$ cat src/logic/ussu_regs.svh
// register map, field positions and reset values of the serial shift unit
// Overview of operation
// - two-wire bus, no slew limit or filter; inputs here pass the two-stage agreement filter
// - master clocks by software, slave stretches
// - SDA falls while SCL high sets start flag
// - SDA low from shift bit 7 or port
// - after start, hold SCL low at fall
// - slave shifts SDA in on SCL rise
// - counter overflow after eight bits holds SCL
// - start detector only in two-wire mode
// - start detector independent of system clock; here it works from pins sampled on sys_clk
// - serial clock at most system clock over 4
// - external clock counts both edges
// - counter at F overflows on next edge
// - counter cascades with timer into 12 bits
// - data write beats simultaneous shift
// - shift left by pin, timer or strobe
// - inputs feed shift register in mode 0
// - bit 7 reaches pin through output latch
// - open latch passes new MSB at once; here latchQ takes shift bit 7 one sys_clk after the shift register changes
// - overflow flag set 15 to 0, cleared
// - start flag cleared by writing one
// - mode 00 off, mode 01 three-wire
`ifndef USSU_REGS_SVH
`define USSU_REGS_SVH

`define USSU_ADDR_CTRL 6'h00
`define USSU_ADDR_STATUS 6'h04
`define USSU_ADDR_DATA 6'h08
`define USSU_ADDR_PORT 6'h0c
`define USSU_ADDR_BUFFER 6'h10

`define USSU_CTRL_TOGGLE 0
`define USSU_CTRL_STROBE 1
`define USSU_CTRL_EDGE 2
`define USSU_CTRL_SRCHI 3
`define USSU_CTRL_WM_LO 4

`define USSU_ST_START 7
`define USSU_ST_OVF 6
`define USSU_ST_STOP 5
`define USSU_ST_COLL 4

`define USSU_PORT_DATA_OUT 0
`define USSU_PORT_DATA_DIR 1
`define USSU_PORT_CLK_OUT 2
`define USSU_PORT_CLK_DIR 3
`define USSU_PORT_DO_OUT 4
`define USSU_PORT_DO_DIR 5

`define USSU_CNT_MAX 4'hf
`define USSU_RESP_OKAY 2'h0
`define USSU_RESP_SLVERR 2'h2
`define USSU_SYNC_IDLE 3'h7

`endif

$ cat src/logic/ussu_pkg.sv
// types shared by the serial shift unit
package ussu_pkg;
	typedef enum logic [1:0] {
		USSU_WM_OFF = 2'h0,
		USSU_WM_THREE = 2'h1,
		USSU_WM_TWO = 2'h2,
		USSU_WM_TWO_HOLD = 2'h3
	} ussu_wire_mode_t;

	typedef struct packed {
		logic o;
		logic oe;
	} ussu_pin_drive_t;

	typedef struct packed {
		ussu_wire_mode_t wm;
		logic [1:0] cs;
		logic strobeCount;
		logic [5:0] port;
		logic [7:0] shift;
		logic [3:0] cnt;
		logic [7:0] buffer;
		logic startFlag;
		logic ovfFlag;
		logic stopFlag;
		logic startHold;
		logic latchQ;
		logic [2:0] syncData;
		logic [2:0] syncClk;
		logic dataF;
		logic clkF;
		ussu_pin_drive_t dataPin;
		ussu_pin_drive_t clkPin;
		ussu_pin_drive_t doPin;
		logic ovfPulse;
		logic awHave;
		logic [5:0] awAddr;
		logic wHave;
		logic [31:0] wData;
		logic [3:0] wStrb;
		logic bvalid;
		logic [1:0] bresp;
		logic rvalid;
		logic [31:0] rdata;
		logic [1:0] rresp;
	} ussu_state_t;
endpackage

$ cat src/logic/ussu_top.sv
// serial shift unit: shift register, edge counter, two-wire clock hold, AXI4-Lite slave
//
// The AXI4-Lite interface to the registers was decided locally.
`timescale 1ns/100ps
`default_nettype none
`include "ussu_regs.svh"

module ussu_top
	import ussu_pkg::*;
(
	// clock and reset
	input wire logic sys_clk,
	input wire logic nrst,
	// AXI4-Lite register slave
	input wire logic [5:0] s_axi_awaddr,
	input wire logic s_axi_awvalid,
	output logic s_axi_awready,
	input wire logic [31:0] s_axi_wdata,
	input wire logic [3:0] s_axi_wstrb,
	input wire logic s_axi_wvalid,
	output logic s_axi_wready,
	output logic [1:0] s_axi_bresp,
	output logic s_axi_bvalid,
	input wire logic s_axi_bready,
	input wire logic [5:0] s_axi_araddr,
	input wire logic s_axi_arvalid,
	output logic s_axi_arready,
	output logic [31:0] s_axi_rdata,
	output logic [1:0] s_axi_rresp,
	output logic s_axi_rvalid,
	input wire logic s_axi_rready,
	// serial data pin: serial input in every mode, SDA in two-wire mode
	input wire logic dataPinIn,
	output logic dataPinOut,
	output logic dataPinOe,
	// serial clock pin: clock in every mode, SCL in two-wire mode
	input wire logic clkPinIn,
	output logic clkPinOut,
	output logic clkPinOe,
	// three-wire data output pin
	output logic doPinOut,
	output logic doPinOe,
	// timer coupling
	input wire logic timerMatch,
	output logic countOverflow
);
	localparam ussu_state_t RESET_C = '{
		wm: USSU_WM_OFF,
		syncData: `USSU_SYNC_IDLE,
		syncClk: `USSU_SYNC_IDLE,
		dataF: 1'b1,
		clkF: 1'b1,
		default: '0
	};

	ussu_state_t st_reg;
	ussu_state_t st_next;

	logic awGot;
	logic wGot;
	logic doWrite;
	logic arTake;
	logic [5:0] wAddr;
	logic [31:0] wDat;
	logic ctrlWr;
	logic statWr;
	logic dataWr;
	logic portWr;
	logic bufRead;
	logic twoWire;
	logic clkRise;
	logic clkFall;
	logic dataRise;
	logic dataFall;
	logic shiftEv;
	logic countEv;
	logic ovfSet;
	logic startSeen;
	logic stopSeen;
	logic transparent;
	logic sclHold;
	logic [7:0] statusByte;

	function automatic logic mapped(input logic [5:0] a);
		return (a == `USSU_ADDR_CTRL) || (a == `USSU_ADDR_STATUS) ||
			(a == `USSU_ADDR_DATA) || (a == `USSU_ADDR_PORT) ||
			(a == `USSU_ADDR_BUFFER);
	endfunction

	assign s_axi_awready = !st_reg.awHave && !st_reg.bvalid;
	assign s_axi_wready = !st_reg.wHave && !st_reg.bvalid;
	assign s_axi_arready = !st_reg.rvalid;
	assign s_axi_bvalid = st_reg.bvalid;
	assign s_axi_bresp = st_reg.bresp;
	assign s_axi_rvalid = st_reg.rvalid;
	assign s_axi_rdata = st_reg.rdata;
	assign s_axi_rresp = st_reg.rresp;
	assign dataPinOut = st_reg.dataPin.o;
	assign dataPinOe = st_reg.dataPin.oe;
	assign clkPinOut = st_reg.clkPin.o;
	assign clkPinOe = st_reg.clkPin.oe;
	assign doPinOut = st_reg.doPin.o;
	assign doPinOe = st_reg.doPin.oe;
	assign countOverflow = st_reg.ovfPulse;

	always_comb begin
		st_next = st_reg;
		// write address and data may arrive in either order
		awGot = st_reg.awHave || (s_axi_awvalid && s_axi_awready);
		wGot = st_reg.wHave || (s_axi_wvalid && s_axi_wready);
		wAddr = st_reg.awHave ? st_reg.awAddr : s_axi_awaddr;
		wDat = st_reg.wHave ? st_reg.wData : s_axi_wdata;
		doWrite = awGot && wGot && !st_reg.bvalid &&
			(st_reg.wHave ? st_reg.wStrb[0] : s_axi_wstrb[0]);
		arTake = s_axi_arvalid && s_axi_arready;
		ctrlWr = doWrite && (wAddr == `USSU_ADDR_CTRL);
		statWr = doWrite && (wAddr == `USSU_ADDR_STATUS);
		dataWr = doWrite && (wAddr == `USSU_ADDR_DATA);
		portWr = doWrite && (wAddr == `USSU_ADDR_PORT);
		bufRead = arTake && (s_axi_araddr == `USSU_ADDR_BUFFER);
		twoWire = st_reg.wm[1];

		// pin inputs: a change counts once the second and third stages agree
		st_next.syncData = {st_reg.syncData[1:0], dataPinIn};
		st_next.syncClk = {st_reg.syncClk[1:0], clkPinIn};
		if (st_reg.syncData[1] == st_reg.syncData[2]) begin
			st_next.dataF = st_reg.syncData[2];
		end
		if (st_reg.syncClk[1] == st_reg.syncClk[2]) begin
			st_next.clkF = st_reg.syncClk[2];
		end
		// the agreement filter caps the usable serial clock near a quarter of sys_clk
		clkRise = !st_reg.clkF && st_next.clkF;
		clkFall = st_reg.clkF && !st_next.clkF;
		dataRise = !st_reg.dataF && st_next.dataF;
		dataFall = st_reg.dataF && !st_next.dataF;

		// bus conditions are seen only in two-wire mode, from the sampled pins
		startSeen = twoWire && dataFall && st_reg.clkF;
		stopSeen = twoWire && dataRise && st_reg.clkF;

		// shift source follows the clock select field, active in every wire mode
		unique case (st_reg.cs)
			2'h0: shiftEv = ctrlWr && wDat[`USSU_CTRL_STROBE];
			2'h1: shiftEv = timerMatch;
			2'h2: shiftEv = clkRise;
			default: shiftEv = clkFall;
		endcase
		if (st_reg.cs[1]) begin
			// external source counts every edge unless strobe counting was chosen
			countEv = st_reg.strobeCount ? (ctrlWr && wDat[`USSU_CTRL_TOGGLE])
				: (clkRise || clkFall);
		end else begin
			countEv = shiftEv;
		end
		ovfSet = countEv && (st_reg.cnt == `USSU_CNT_MAX) && !statWr;

		// shift register: a bus write takes precedence over a shift edge
		if (dataWr) begin
			st_next.shift = wDat[7:0];
		end else if (shiftEv) begin
			st_next.shift = {st_reg.shift[6:0], st_reg.dataF};
		end

		// edge counter, writable through the status register
		if (statWr) begin
			st_next.cnt = wDat[3:0];
		end else if (countEv) begin
			st_next.cnt = 4'(st_reg.cnt + 4'h1);
		end
		st_next.ovfPulse = ovfSet;
		if (ovfSet) begin
			st_next.buffer = st_next.shift;
		end

		// flags: a set in the same cycle as its clear wins
		if (statWr && wDat[`USSU_ST_START]) begin
			st_next.startFlag = 1'b0;
		end
		if (startSeen) begin
			st_next.startFlag = 1'b1;
		end
		if ((statWr && wDat[`USSU_ST_OVF]) || bufRead) begin
			st_next.ovfFlag = 1'b0;
		end
		if (ovfSet) begin
			st_next.ovfFlag = 1'b1;
		end
		if (statWr && wDat[`USSU_ST_STOP]) begin
			st_next.stopFlag = 1'b0;
		end
		if (stopSeen) begin
			st_next.stopFlag = 1'b1;
		end

		// start hold arms at the first SCL fall after a start, ends with the flag
		if (!twoWire || !st_next.startFlag) begin
			st_next.startHold = 1'b0;
		end else if (clkFall) begin
			st_next.startHold = 1'b1;
		end
		sclHold = twoWire && (st_reg.startHold || st_reg.ovfFlag);

		// output latch: open in the first half of an external clock cycle
		transparent = !st_reg.cs[1] || (st_reg.clkF == st_reg.cs[0]);
		if (transparent) begin
			st_next.latchQ = st_reg.shift[7];
		end

		// control and port registers
		if (ctrlWr) begin
			st_next.wm = ussu_wire_mode_t'(wDat[`USSU_CTRL_WM_LO +: 2]);
			st_next.cs = wDat[`USSU_CTRL_SRCHI -: 2];
			st_next.strobeCount = wDat[`USSU_CTRL_SRCHI] && wDat[`USSU_CTRL_STROBE];
		end
		if (portWr) begin
			st_next.port = wDat[5:0];
		end else if (ctrlWr && wDat[`USSU_CTRL_TOGGLE]) begin
			st_next.port[`USSU_PORT_CLK_OUT] = !st_reg.port[`USSU_PORT_CLK_OUT];
		end

		// pin drivers; two-wire lines are open drain and never driven high
		st_next.dataPin.o = st_reg.port[`USSU_PORT_DATA_OUT];
		st_next.dataPin.oe = st_reg.port[`USSU_PORT_DATA_DIR];
		st_next.clkPin.o = st_reg.port[`USSU_PORT_CLK_OUT];
		st_next.clkPin.oe = st_reg.port[`USSU_PORT_CLK_DIR];
		st_next.doPin.o = st_reg.port[`USSU_PORT_DO_OUT];
		st_next.doPin.oe = st_reg.port[`USSU_PORT_DO_DIR];
		unique case (st_reg.wm)
			USSU_WM_OFF: begin
			end
			USSU_WM_THREE: begin
				st_next.doPin.o = st_reg.latchQ;
			end
			default: begin
				st_next.dataPin.o = 1'b0;
				st_next.dataPin.oe = st_reg.port[`USSU_PORT_DATA_DIR] &&
					(!st_reg.latchQ || !st_reg.port[`USSU_PORT_DATA_OUT]);
				st_next.clkPin.o = 1'b0;
				st_next.clkPin.oe = sclHold || (st_reg.port[`USSU_PORT_CLK_DIR] &&
					!st_reg.port[`USSU_PORT_CLK_OUT]);
			end
		endcase

		// write channel bookkeeping
		if (s_axi_awvalid && s_axi_awready) begin
			st_next.awHave = 1'b1;
			st_next.awAddr = s_axi_awaddr;
		end
		if (s_axi_wvalid && s_axi_wready) begin
			st_next.wHave = 1'b1;
			st_next.wData = s_axi_wdata;
			st_next.wStrb = s_axi_wstrb;
		end
		if (awGot && wGot && !st_reg.bvalid) begin
			st_next.awHave = 1'b0;
			st_next.wHave = 1'b0;
			st_next.bvalid = 1'b1;
			st_next.bresp = mapped(wAddr) ? `USSU_RESP_OKAY : `USSU_RESP_SLVERR;
		end
		if (st_reg.bvalid && s_axi_bready) begin
			st_next.bvalid = 1'b0;
		end

		// read channel: data from the registers as they stand at the address edge
		statusByte = {st_reg.startFlag, st_reg.ovfFlag, st_reg.stopFlag,
			twoWire && (st_reg.latchQ != st_reg.dataF), st_reg.cnt};
		if (arTake) begin
			st_next.rvalid = 1'b1;
			st_next.rresp = mapped(s_axi_araddr) ? `USSU_RESP_OKAY : `USSU_RESP_SLVERR;
			unique case (s_axi_araddr)
				`USSU_ADDR_CTRL: st_next.rdata = {26'h0, st_reg.wm, st_reg.cs, 2'h0};
				`USSU_ADDR_STATUS: st_next.rdata = {24'h0, statusByte};
				`USSU_ADDR_DATA: st_next.rdata = {24'h0, st_reg.shift};
				`USSU_ADDR_PORT: st_next.rdata = {26'h0, st_reg.port};
				`USSU_ADDR_BUFFER: st_next.rdata = {24'h0, st_reg.buffer};
				default: st_next.rdata = 32'h0;
			endcase
		end else if (st_reg.rvalid && s_axi_rready) begin
			st_next.rvalid = 1'b0;
		end
	end

	always_ff @(posedge sys_clk) begin
		if (!nrst) begin
			st_reg <= RESET_C;
		end else begin
			st_reg <= st_next;
		end
	end
endmodule
`default_nettype wire

$ cat config.mk
export PLATFORM = sky130hd
export DESIGN_NAME = ussu_top
export DESIGN_NICKNAME = d
export VERILOG_FILES = /design/src/logic/ussu_pkg.sv /design/src/logic/ussu_top.sv
export VERILOG_INCLUDE_DIRS = /design/src /design/src/logic
export SDC_FILE = /design/constraint.sdc
export NUM_CORES = 1
export LEC_CHECK = 0
export ABC_AREA = 1
export BUFFER_PORTS_ARGS = -buffer_cell sky130_fd_sc_hd__buf_4
export CAP_MARGIN = 5
export CORE_AREA = 2 2 111 113
export CTS_BUF_LIST = sky130_fd_sc_hd__clkbuf_8
export DETAILED_ROUTE_END_ITERATION = 12
export DIE_AREA = 0 0 113 115
export MAX_ROUTING_LAYER = met4
export PLACE_DENSITY = 0.6
export SLEW_MARGIN = 20
export SYNTH_ARGS = -nofsm -noshare
export SYNTH_HDL_FRONTEND = slang
export SYNTH_SLANG_ARGS = --single-unit
$ cat constraint.sdc
create_clock -name sys_clk -period 2.7 [get_ports sys_clk]
set_clock_uncertainty 0.15 [all_clocks]
set_input_delay 0.135 -clock sys_clk [delete_from_list [all_inputs] [get_ports sys_clk]]
set_output_delay 0.135 -clock sys_clk [all_outputs]
set_load 0.1 [all_outputs]
# Word-level counts from Yosys, hierarchy flattened
# Index checks and enable logic that the tools add are counted.
[classes]
addsub = 1
n_eq_ne = 16
n_mux = 27
n_bitwise = 1
reduce_logical = 81
[op_table]
columns = ["operator", "n"]
rows = [
  ["8-bit one-hot mux with 5 select lines", 1],
  ["1-bit logical AND", 35],
  ["6-bit by 4-bit == test with 1-bit output, second input constant", 4],
  ["8-bit two-way mux", 3],
  ["1-bit logical OR", 17],
  ["1-bit two-way mux", 16],
  ["1-bit logical NOT", 15],
  ["6-bit by 3-bit == test with 1-bit output, second input constant", 2],
  ["6-bit by 5-bit == test with 1-bit output, second input constant", 2],
  ["6-bit logical NOT", 2],
  ["2-bit nonzero test", 5],
  ["4-bit two-way mux", 2],
  ["2-bit OR reduction", 4],
  ["6-bit two-way mux", 1],
  ["4-bit by 1-bit adder with 4-bit output, second input constant", 1],
  ["2-bit by 1-bit == test with 1-bit output, second input constant", 2],
  ["4-bit == test, second input constant", 1],
  ["2-bit logical NOT", 2],
  ["2-bit two-way mux", 2],
  ["1-bit == test", 3],
  ["3-bit two-way mux", 1],
  ["1-bit one-hot mux with 3 select lines", 1],
  ["2-bit == test, second input constant", 1],
  ["2-bit AND reduction", 1],
  ["2 further kinds", 2],
]
[totals]
regBits = 106
out_inout_bits = 48

# Depth between registers and ports, before layout
# Gate-level depths: netlist of the first run.
[depth]
word_depth = 14
depth_mapped = 14
depth_no_buf = 13

# Worst setup path after synthesis of the first run
# OpenSTA, ideal clock, no wires.
[synth_timing]
path_kind = "reg2reg"
startpoint = "register st_reg, in the netlist s_axi_bvalid"
endpoint = "register st_reg[75] in the netlist's numbering"
arrival_time_ns = 2.843
setup_slack_ns = -0.419
path_stages_with_launch = 5
n_path_buf = 0
synth_period_minus_slack_ns = 3.119
cell_sequence = "dfxtp_1 nor2_1 nand2_1 o21ai_0 a21oi_1"
[synth_between]
elab_chain_len = 3
[synth_lines]
columns = ["element", "line_no", "rtl"]
rows = [
  ["start: declaration", "ussu_top.sv:56", "ussu_state_t st_reg;"],
  ["start signal: assignment", "ussu_top.sv:288", "st_reg <= st_next;"],
  ["1-bit logical NOT", "ussu_top.sv:90", "assign s_axi_awready = !st_reg.awHave && !st_reg.bvalid;"],
  ["1-bit logical AND", "ussu_top.sv:90", ""],
  ["net s_axi_awready", "ussu_top.sv:17", "output logic s_axi_awready,"],
  ["1-bit logical AND", "ussu_top.sv:246", "if (s_axi_awvalid && s_axi_awready) begin"],
]
# The timed path passes the listed nets, and every way through them passes these cells.
# A chain may end at the register's enable or synchronous reset.

# Final worst setup path of the first run
[layout_timing]
startpoint = "register st_reg[74] in the netlist's numbering"
endpoint = "register st_reg[104] in the netlist's numbering"
[layout_between]
elab_chain_len = 13
elab_cells_between_ends = 22
classes_between = "mux (7); reduce/logical (15)"
[layout_lines]
columns = ["element", "line_no", "rtl"]
rows = [
  ["1-bit logical NOT", "ussu_top.sv:91", "assign s_axi_wready = !st_reg.wHave && !st_reg.bvalid;"],
  ["1-bit logical AND", "ussu_top.sv:91", ""],
  ["1-bit logical AND", "ussu_top.sv:110", "wGot = st_reg.wHave || (s_axi_wvalid && s_axi_wready);"],
  ["1-bit logical OR", "ussu_top.sv:110", ""],
  ["1-bit logical AND (3 in a row)", "ussu_top.sv:113", "doWrite = awGot && wGot && !st_reg.bvalid &&"],
  ["1-bit logical AND", "ussu_top.sv:116", "ctrlWr = doWrite && (wAddr == `USSU_ADDR_CTRL);"],
  ["1-bit logical AND, on equally long branches", "ussu_top.sv:144, ussu_top.sv:151", ""],
  ["1-bit one-hot mux with 3 select lines / 1-bit two-way mux (equally long branches)", "ussu_top.sv:143, ussu_top.sv:151", ""],
  ["1-bit two-way mux", "ussu_top.sv:149", "if (st_reg.cs[1]) begin"],
  ["1-bit logical AND (2 in a row)", "ussu_top.sv:156", "ovfSet = countEv && (st_reg.cnt == `USSU_CNT_MAX) && !statWr;"],
]
# Parallel ways exist; a longest one is shown, timed or not.

==> results of run 1 <==
[kinds of logic (layout without fill, tap and decap cells)]
kind of cell             Yosys count  in the layout
other                              1             26
buffers and inverters            113            159
AND/OR/NAND/NOR                  240            240
adder cells (fa/ha/maj)            3              3
AO/OA/AOI/OAI                    117            117
flip-flops                        80             80
XOR/XNOR                           3              3
[synthesized netlist by cell type, types with 3 or more instances]
cell / n / area share
dfxtp_1: 80 / 0.40
inv_2: 4 / 0.0037
buf_4: 37 / 0.069
o21a_1: 3 / 0.0056
or2_2: 9 / 0.014
clkbuf_1: 9 / 0.0084
nor2_4: 4 / 0.011
nand2_1: 111 / 0.10
ha_1: 3 / 0.0093
a21oi_1: 45 / 0.056
nand4_1: 4 / 0.0062
inv_1: 59 / 0.055
o22ai_1: 8 / 0.012
o21ai_0: 44 / 0.055
nand3_1: 35 / 0.044
a211oi_1: 3 / 0.0056
nand2_2: 5 / 0.0078
nor2_1: 61 / 0.057
[metrics by stage]
step	setup WS, ps	utilization	hold WS (ps)	instance area, µm²	instances
floorplan	158.5	-	76.50	4118	582
global placement	434.7	0.3727	164.9	4402	738
detailed placement	399.0	0.3727	169.9	4402	738
CTS	342.8	0.4100	48.14	4842	775
global route	99.60	0.4100	80.52	4842	775
finish	356.5	0.4100	63.37	4842	775
[tightest hold or removal path: stages]
cell,delay [ps]
buf_4,80
nor2_1,60
nand3_1,80
nand2_1,90
nor2_1,90
[final cells by class]
class	count	area (µm²)
Timing Repair Buffer	78	638.1
Sequential cell	80	1604
Tap cell	147	183.9
Clock buffer	11	151.4
Inverter	65	247.7
Fill cell	1237	6969
Multi-Input combinational cell	389	1938
Clock inverter	5	78.83
[layer usage]
metal / part of all wire / wire [µm] / up-vias / track usage
li1: - / - / 1877 / -
met2: 0.46 / 4486 / 104 / 0.2595
met4: 0.0093 / 91 / 0 / 0.03740
met5: 0 / 0 / - / -
met3: 0.059 / 577 / 11 / 0.03585
met1: 0.47 / 4609 / 1674 / 0.2065
[how the worst max path moves through the flow]
stage	start	to	slack (ps)	depth (start not counted)
after floorplan	s_axi_bvalid	st_reg[102]	160	11
after global placement	st_reg[74]	st_reg[105]	430	10
after detailed placement	st_reg[74]	st_reg[110]	400	10
after CTS	st_reg[74]	st_reg[104]	340	10
after global routing	st_reg[81]	st_reg[98]	100	11
final	st_reg[74]	st_reg[104]	360	10
[power groups by stage]
stage               combinational (W)  sequential [W]  clock (W)
global placement             0.000713         0.00131          0
CTS                          0.000747         0.00129    0.00103
finish                       0.000744         0.00129   0.000996
floorplan                    0.000602         0.00133          0
global route                 0.000801         0.00130    0.00108
detailed placement           0.000720         0.00131          0
==> results.json, run 1 <==
{
  "fp.dieH_um": 115,
  "required_ps": 2830,
  "yosysWarningCount": 0,
  "via_count": 3666,
  "antenna_left": 0,
  "start_util": 0.3399,
  "relSlewSlack": 0.6526,
  "seq_power_share": 0.425,
  "area_delta_synth_final_pct": 20.60,
  "dp_hpwl_um": 7285,
  "grt_pass1_wl_um": 16300,
  "synth_xor_area_frac": 0.006544,
  "grt_max_degree": 43,
  "postRouteWirelength_um": 9765,
  "cp_top_family": "simple AND/OR/NAND/NOR gates",
  "p_leak_nw": 2.217,
  "holdPathStages": 5,
  "reg2reg_depth": 10,
  "die-area_mm2": 0.01300,
  "rows": 40,
  "cts.clk_slew.worst_paths_ps": 80,
  "cts_buffers": 9,
  "status": "complete, but fails checks",
  "max_freq_mhz": 426.7,
  "period_share": 0.8679,
  "routedWlPerCell_um": 12.60,
  "cts_resized": 0,
  "layout.nets": 684,
  "power.combinational.fraction": 0.246,
  "crit_path_end_kind": "register",
  "hp-class": "input pin to register",
  "p_switching_w": 0.001047,
  "post_synth_and_or_nand_nor_area_fraction": 0.2786,
  "layout-drive-gt1-share": 0.1720,
  "slew_viol_final": 0,
  "port_buffers": 52,
  "crit_path_start_kind": "register",
  "p_int_w": 0.001981,
  "viasPerCell": 4.730,
  "synthCells": 557,
  "cts_tree": "built",
  "ys.flop_type": "dfxtp_1",
  "clock-sinks": 80,
  "synth_seq_cells": 80,
  "cp_cell_sequence": "inv_2 > nand2_2 > nand2_2 > nor2_8 > nand4_4 > nand3_2 > nand3_4 > nand2_1 > nand2_1 > nor2_1",
  "cts_root_buffer": "clkbuf_8",
  "cp_slowest_cell": "dfxtp_1",
  "max_stage_delay_ps": 630,
  "p_total_w": 0.003027,
  "drtIter0Drc": 214,
  "clkLatencyLatePin_ps": 350,
  "synth_top_family_by_area": "simple AND/OR/NAND/NOR gates",
  "crit_buf_inv": 1,
  "n_antenna_cell": 0,
  "dr.pass1.iters": 8,
  "reg2reg_slack_ps": 360,
  "cts_buffer_depth": 2,
  "ctsHoldBuffers": 21,
  "overflow": 0,
  "largest_reg_flops": 56,
  "io_pins": 106,
  "syn_avg_cell_area_um2": 7.208,
  "antenna_found_initial": 0,
  "synth_area_mm2": 0.004015,
  "gpl.final_weighted_congestion": 0.8334,
  "period_minus_slack_ps": 2343,
  "max-cap-violations": 0,
  "synthMuxAreaShare": 0,
  "switching_share": 0.3457,
  "hold_viol_final": 0,
  "synthArstFlopShare": 0,
  "violations": "design-rule violations",
  "coreArea_mm2": 0.01181,
  "synth_cell_types": 43,
  "dieWidth_um": 113,
  "synth_compound_area_frac": 0.1633,
  "whs_endpoint": "s_axi_rresp[1]",
  "final_common_cell": "nand2_1",
  "worst-setup-path-type": "register to register",
  "post_cts_buffers": 0,
  "rsz0062_at_grt": "no",
  "cts-htree-levels": 3,
  "clockPowerShare": 0.329,
  "fin_setup_tns_ps": 0,
  "rr_endpoint": "st_reg[104]",
  "drc_errors": 7,
  "ys_seq_area_frac": 0.3989,
  "tightest_slew_ps": 516.3,
  "timing.rr.start": "st_reg[74]",
  "setup_viol": 0,
  "final_cell_mix": "111 x nand2_1, 78 x dfxtp_1, 60 x nor2_1, 58 x inv_1, 57 x buf_4",
  "grt_pass1_vias": 3492,
  "peakVddDrop_mv": 0.4977,
  "crit_fanout": 18,
  "synthAdderAreaFrac": 0.009349,
  "synth_edf_count": 0,
  "min_from": "s_axi_araddr[0]",
  "crit_arrival_ps": 2470,
  "grt_usage": 0.1607,
  "power_density_mw_per_mm2": 625.1
}
No activity file was read; power rests on OpenSTA's default activity.
==> run 2: changes to the inputs <==
clock period = 2.4 ns   (was 2.7 ns; I/O delays follow)
==> run 2 against run 1 <==
  * The flow still finishes with violations (design-rule violations)
  * Clock power grew 14%
  * Register-to-register slack worse by 90 ps
  * Critical path depth rose by 3
  * Sequential cell count did not move
  * Final area up 1.0%
  * Sequential share of layout area decreased by 0.21 points
  * Critical path type unchanged
  * Worst setup slack lost 89 ps
==> results.json, run 2 (synthesis gave the netlist of run 1 again) <==
{
  "status": "complete, but fails checks",
  "violations": "design-rule violations",
  "io_pins": 106,
  "routedWlPerCell_um": 12.93,
  "rows": 40,
  "endpoint": "st_reg[102]",
  "crit_buf_inv": 2,
  "start_util": 0.3399,
  "crit_path_end_kind": "register",
  "largest_reg_flops": 56,
  "overflow": 0,
  "crit_arrival_ps": 2270,
  "placed_cells": 740,
  "via_count": 3754,
  "cp_slowest_cell": "dfxtp_1",
  "drtIter0Drc": 202,
  "tightest_slew_ps": 530.3,
  "power.combinational.fraction": 0.252,
  "final_cell_mix": "110 x nand2_1, 77 x dfxtp_1, 60 x nor2_1, 59 x buf_4, 58 x inv_1",
  "crit_path_start_kind": "register",
  "peakVddDrop_mv": 0.5764,
  "antenna_left": 0,
  "port_buffers": 52,
  "cts_buffers": 9,
  "antenna_found_initial": 0,
  "reg2reg_depth": 13,
  "max_stage_delay_ps": 440,
  "fill_cells": 1234,
  "hold_viol_final": 0,
  "cp_top_family": "simple AND/OR/NAND/NOR gates",
  "dp_hpwl_um": 7367,
  "cts_tree": "built",
  "coreArea_mm2": 0.01181,
  "cts_buffer_depth": 2,
  "rr_endpoint": "st_reg[102]",
  "clock-sinks": 80,
  "hp-class": "input pin to register",
  "grt_max_degree": 43,
  "finalInstanceArea_mm2": 0.004892,
  "setup_viol": 0,
  "postRouteWirelength_um": 10080,
  "crit_fanout": 9,
  "relSlewSlack": 0.6427,
  "crit_start": "st_reg[89]",
  "area_delta_synth_final_pct": 21.84,
  "dr.pass1.iters": 9,
  "layout-drive-gt1-share": 0.1772,
  "clkLatencyLatePin_ps": 360,
  "p_int_w": 0.002197,
  "fp.dieH_um": 115,
  "n_antenna_cell": 0,
  "p_total_w": 0.003452,
  "worst-setup-path-type": "register to register",
  "die-area_mm2": 0.01300,
  "final_common_cell": "nand2_1",
  "final_cells": 779,
  "slew_viol_final": 0,
  "timing.rr.start": "st_reg[89]",
  "dieWidth_um": 113,
  "cts-htree-levels": 3,
  "max_freq_mhz": 468.8,
  "viasPerCell": 4.819,
  "seq_power_share": 0.418,
  "cp_cell_sequence": "nand2_1 > nand2_1 > o21a_1 > inv_1 > ha_1 > a31oi_2 > buf_4 > nand2_2 > nand2_1 > nand3_1 > nand2_1 > nor2_1 > nor2_1",
  "drc_errors": 8,
  "gpl.final_weighted_congestion": 0.8469,
  "p_switching_w": 0.001255,
  "cts_root_buffer": "clkbuf_8",
  "clockPowerShare": 0.330,
  "grt_usage": 0.1611,
  "period_share": 0.8887,
  "max-cap-violations": 0,
  "grt_pass1_vias": 3379,
  "switching_share": 0.3636,
  "post_cts_buffers": 0,
  "reg2reg_slack_ps": 270,
  "required_ps": 2540,
  "cts.clk_slew.worst_paths_ps": 90,
  "crit_cells": 13,
  "period_minus_slack_ps": 2133,
  "p_leak_nw": 2.247,
  "rsz0062_at_grt": "no",
  "path_common_cell": "nand2_1",
  "grt_pass1_wl_um": 16210,
  "place_area_mm2": 0.004432,
  "power_density_mw_per_mm2": 705.6,
  "layout.nets": 688
}
-- run 2: worst min-delay path by stage --
stage                     slack, ps              to       startpoint  depth (start not counted)
after floorplan                  60    s_axi_bvalid     s_axi_bready                          1
after global placement          150    s_axi_bvalid     s_axi_bready                          2
after detailed placement        150    s_axi_bvalid     s_axi_bready                          2
after CTS                        40  s_axi_rresp[1]  s_axi_araddr[0]                          5
after global routing            100  s_axi_rresp[1]  s_axi_araddr[0]                          5
final                            40  s_axi_rresp[1]  s_axi_araddr[0]                          5
-- run 2: power by group through the flow --
stage	Combinational (W)	Clock, W	Sequential [W]
6_report	0.000870	0.00114	0.00144
5_1_grt	0.000934	0.00122	0.00145
4_1_cts	0.000872	0.00117	0.00144
3_5_place_dp	0.000836	0	0.00147
3_3_place_gp	0.000823	0	0.00147
2_1_floorplan	0.000686	0	0.00149
-- run 2: per-layer routing --
layer  global-route usage  vias up  share of wire
met5                    -        -              0
li1                     -     1900              -
met1               0.2089     1733           0.46
met4              0.04959        0         0.0096
met3              0.02267       10          0.061
met2               0.2619      111           0.47
-- run 2: area by class of cell --
type                       count  area, µm²  area share
inverter                      65      247.7     0.05064
timing repair buffer          82      673.1      0.1376
clock inverter                 7      102.6     0.02097
tap                          147      183.9     0.03760
multi-input combinational    389       1951      0.3987
clock buffer                   9      123.9     0.02532
sequential                    80       1610      0.3292
-- run 2: what timing repair did --
action / CTS / global route
hold buffers: 23 / 0
hold endpoints to repair: 21 / 0
gates resized for setup: 0 / 2
setup endpoints to repair: 0 / 11
-- run 2: stage by stage --
step                setup TNS, ps    util  setup slack, ps  hold slack [ps]
floorplan                  -62.52       -           -19.59            58.81
detailed placement              0  0.3752            223.5            148.9
global placement                0  0.3752            262.2            147.7
global route                    0  0.4142            7.110            102.8
CTS                             0  0.4139            189.0            36.97
finish                          0  0.4142            267.1            43.82
-- run 2: tightest hold or removal path, cell delays in order --
cell and delay (ps):
buf_4 80, nor2_1 60, nand3_1 80, nand2_1 80, nor2_1 80
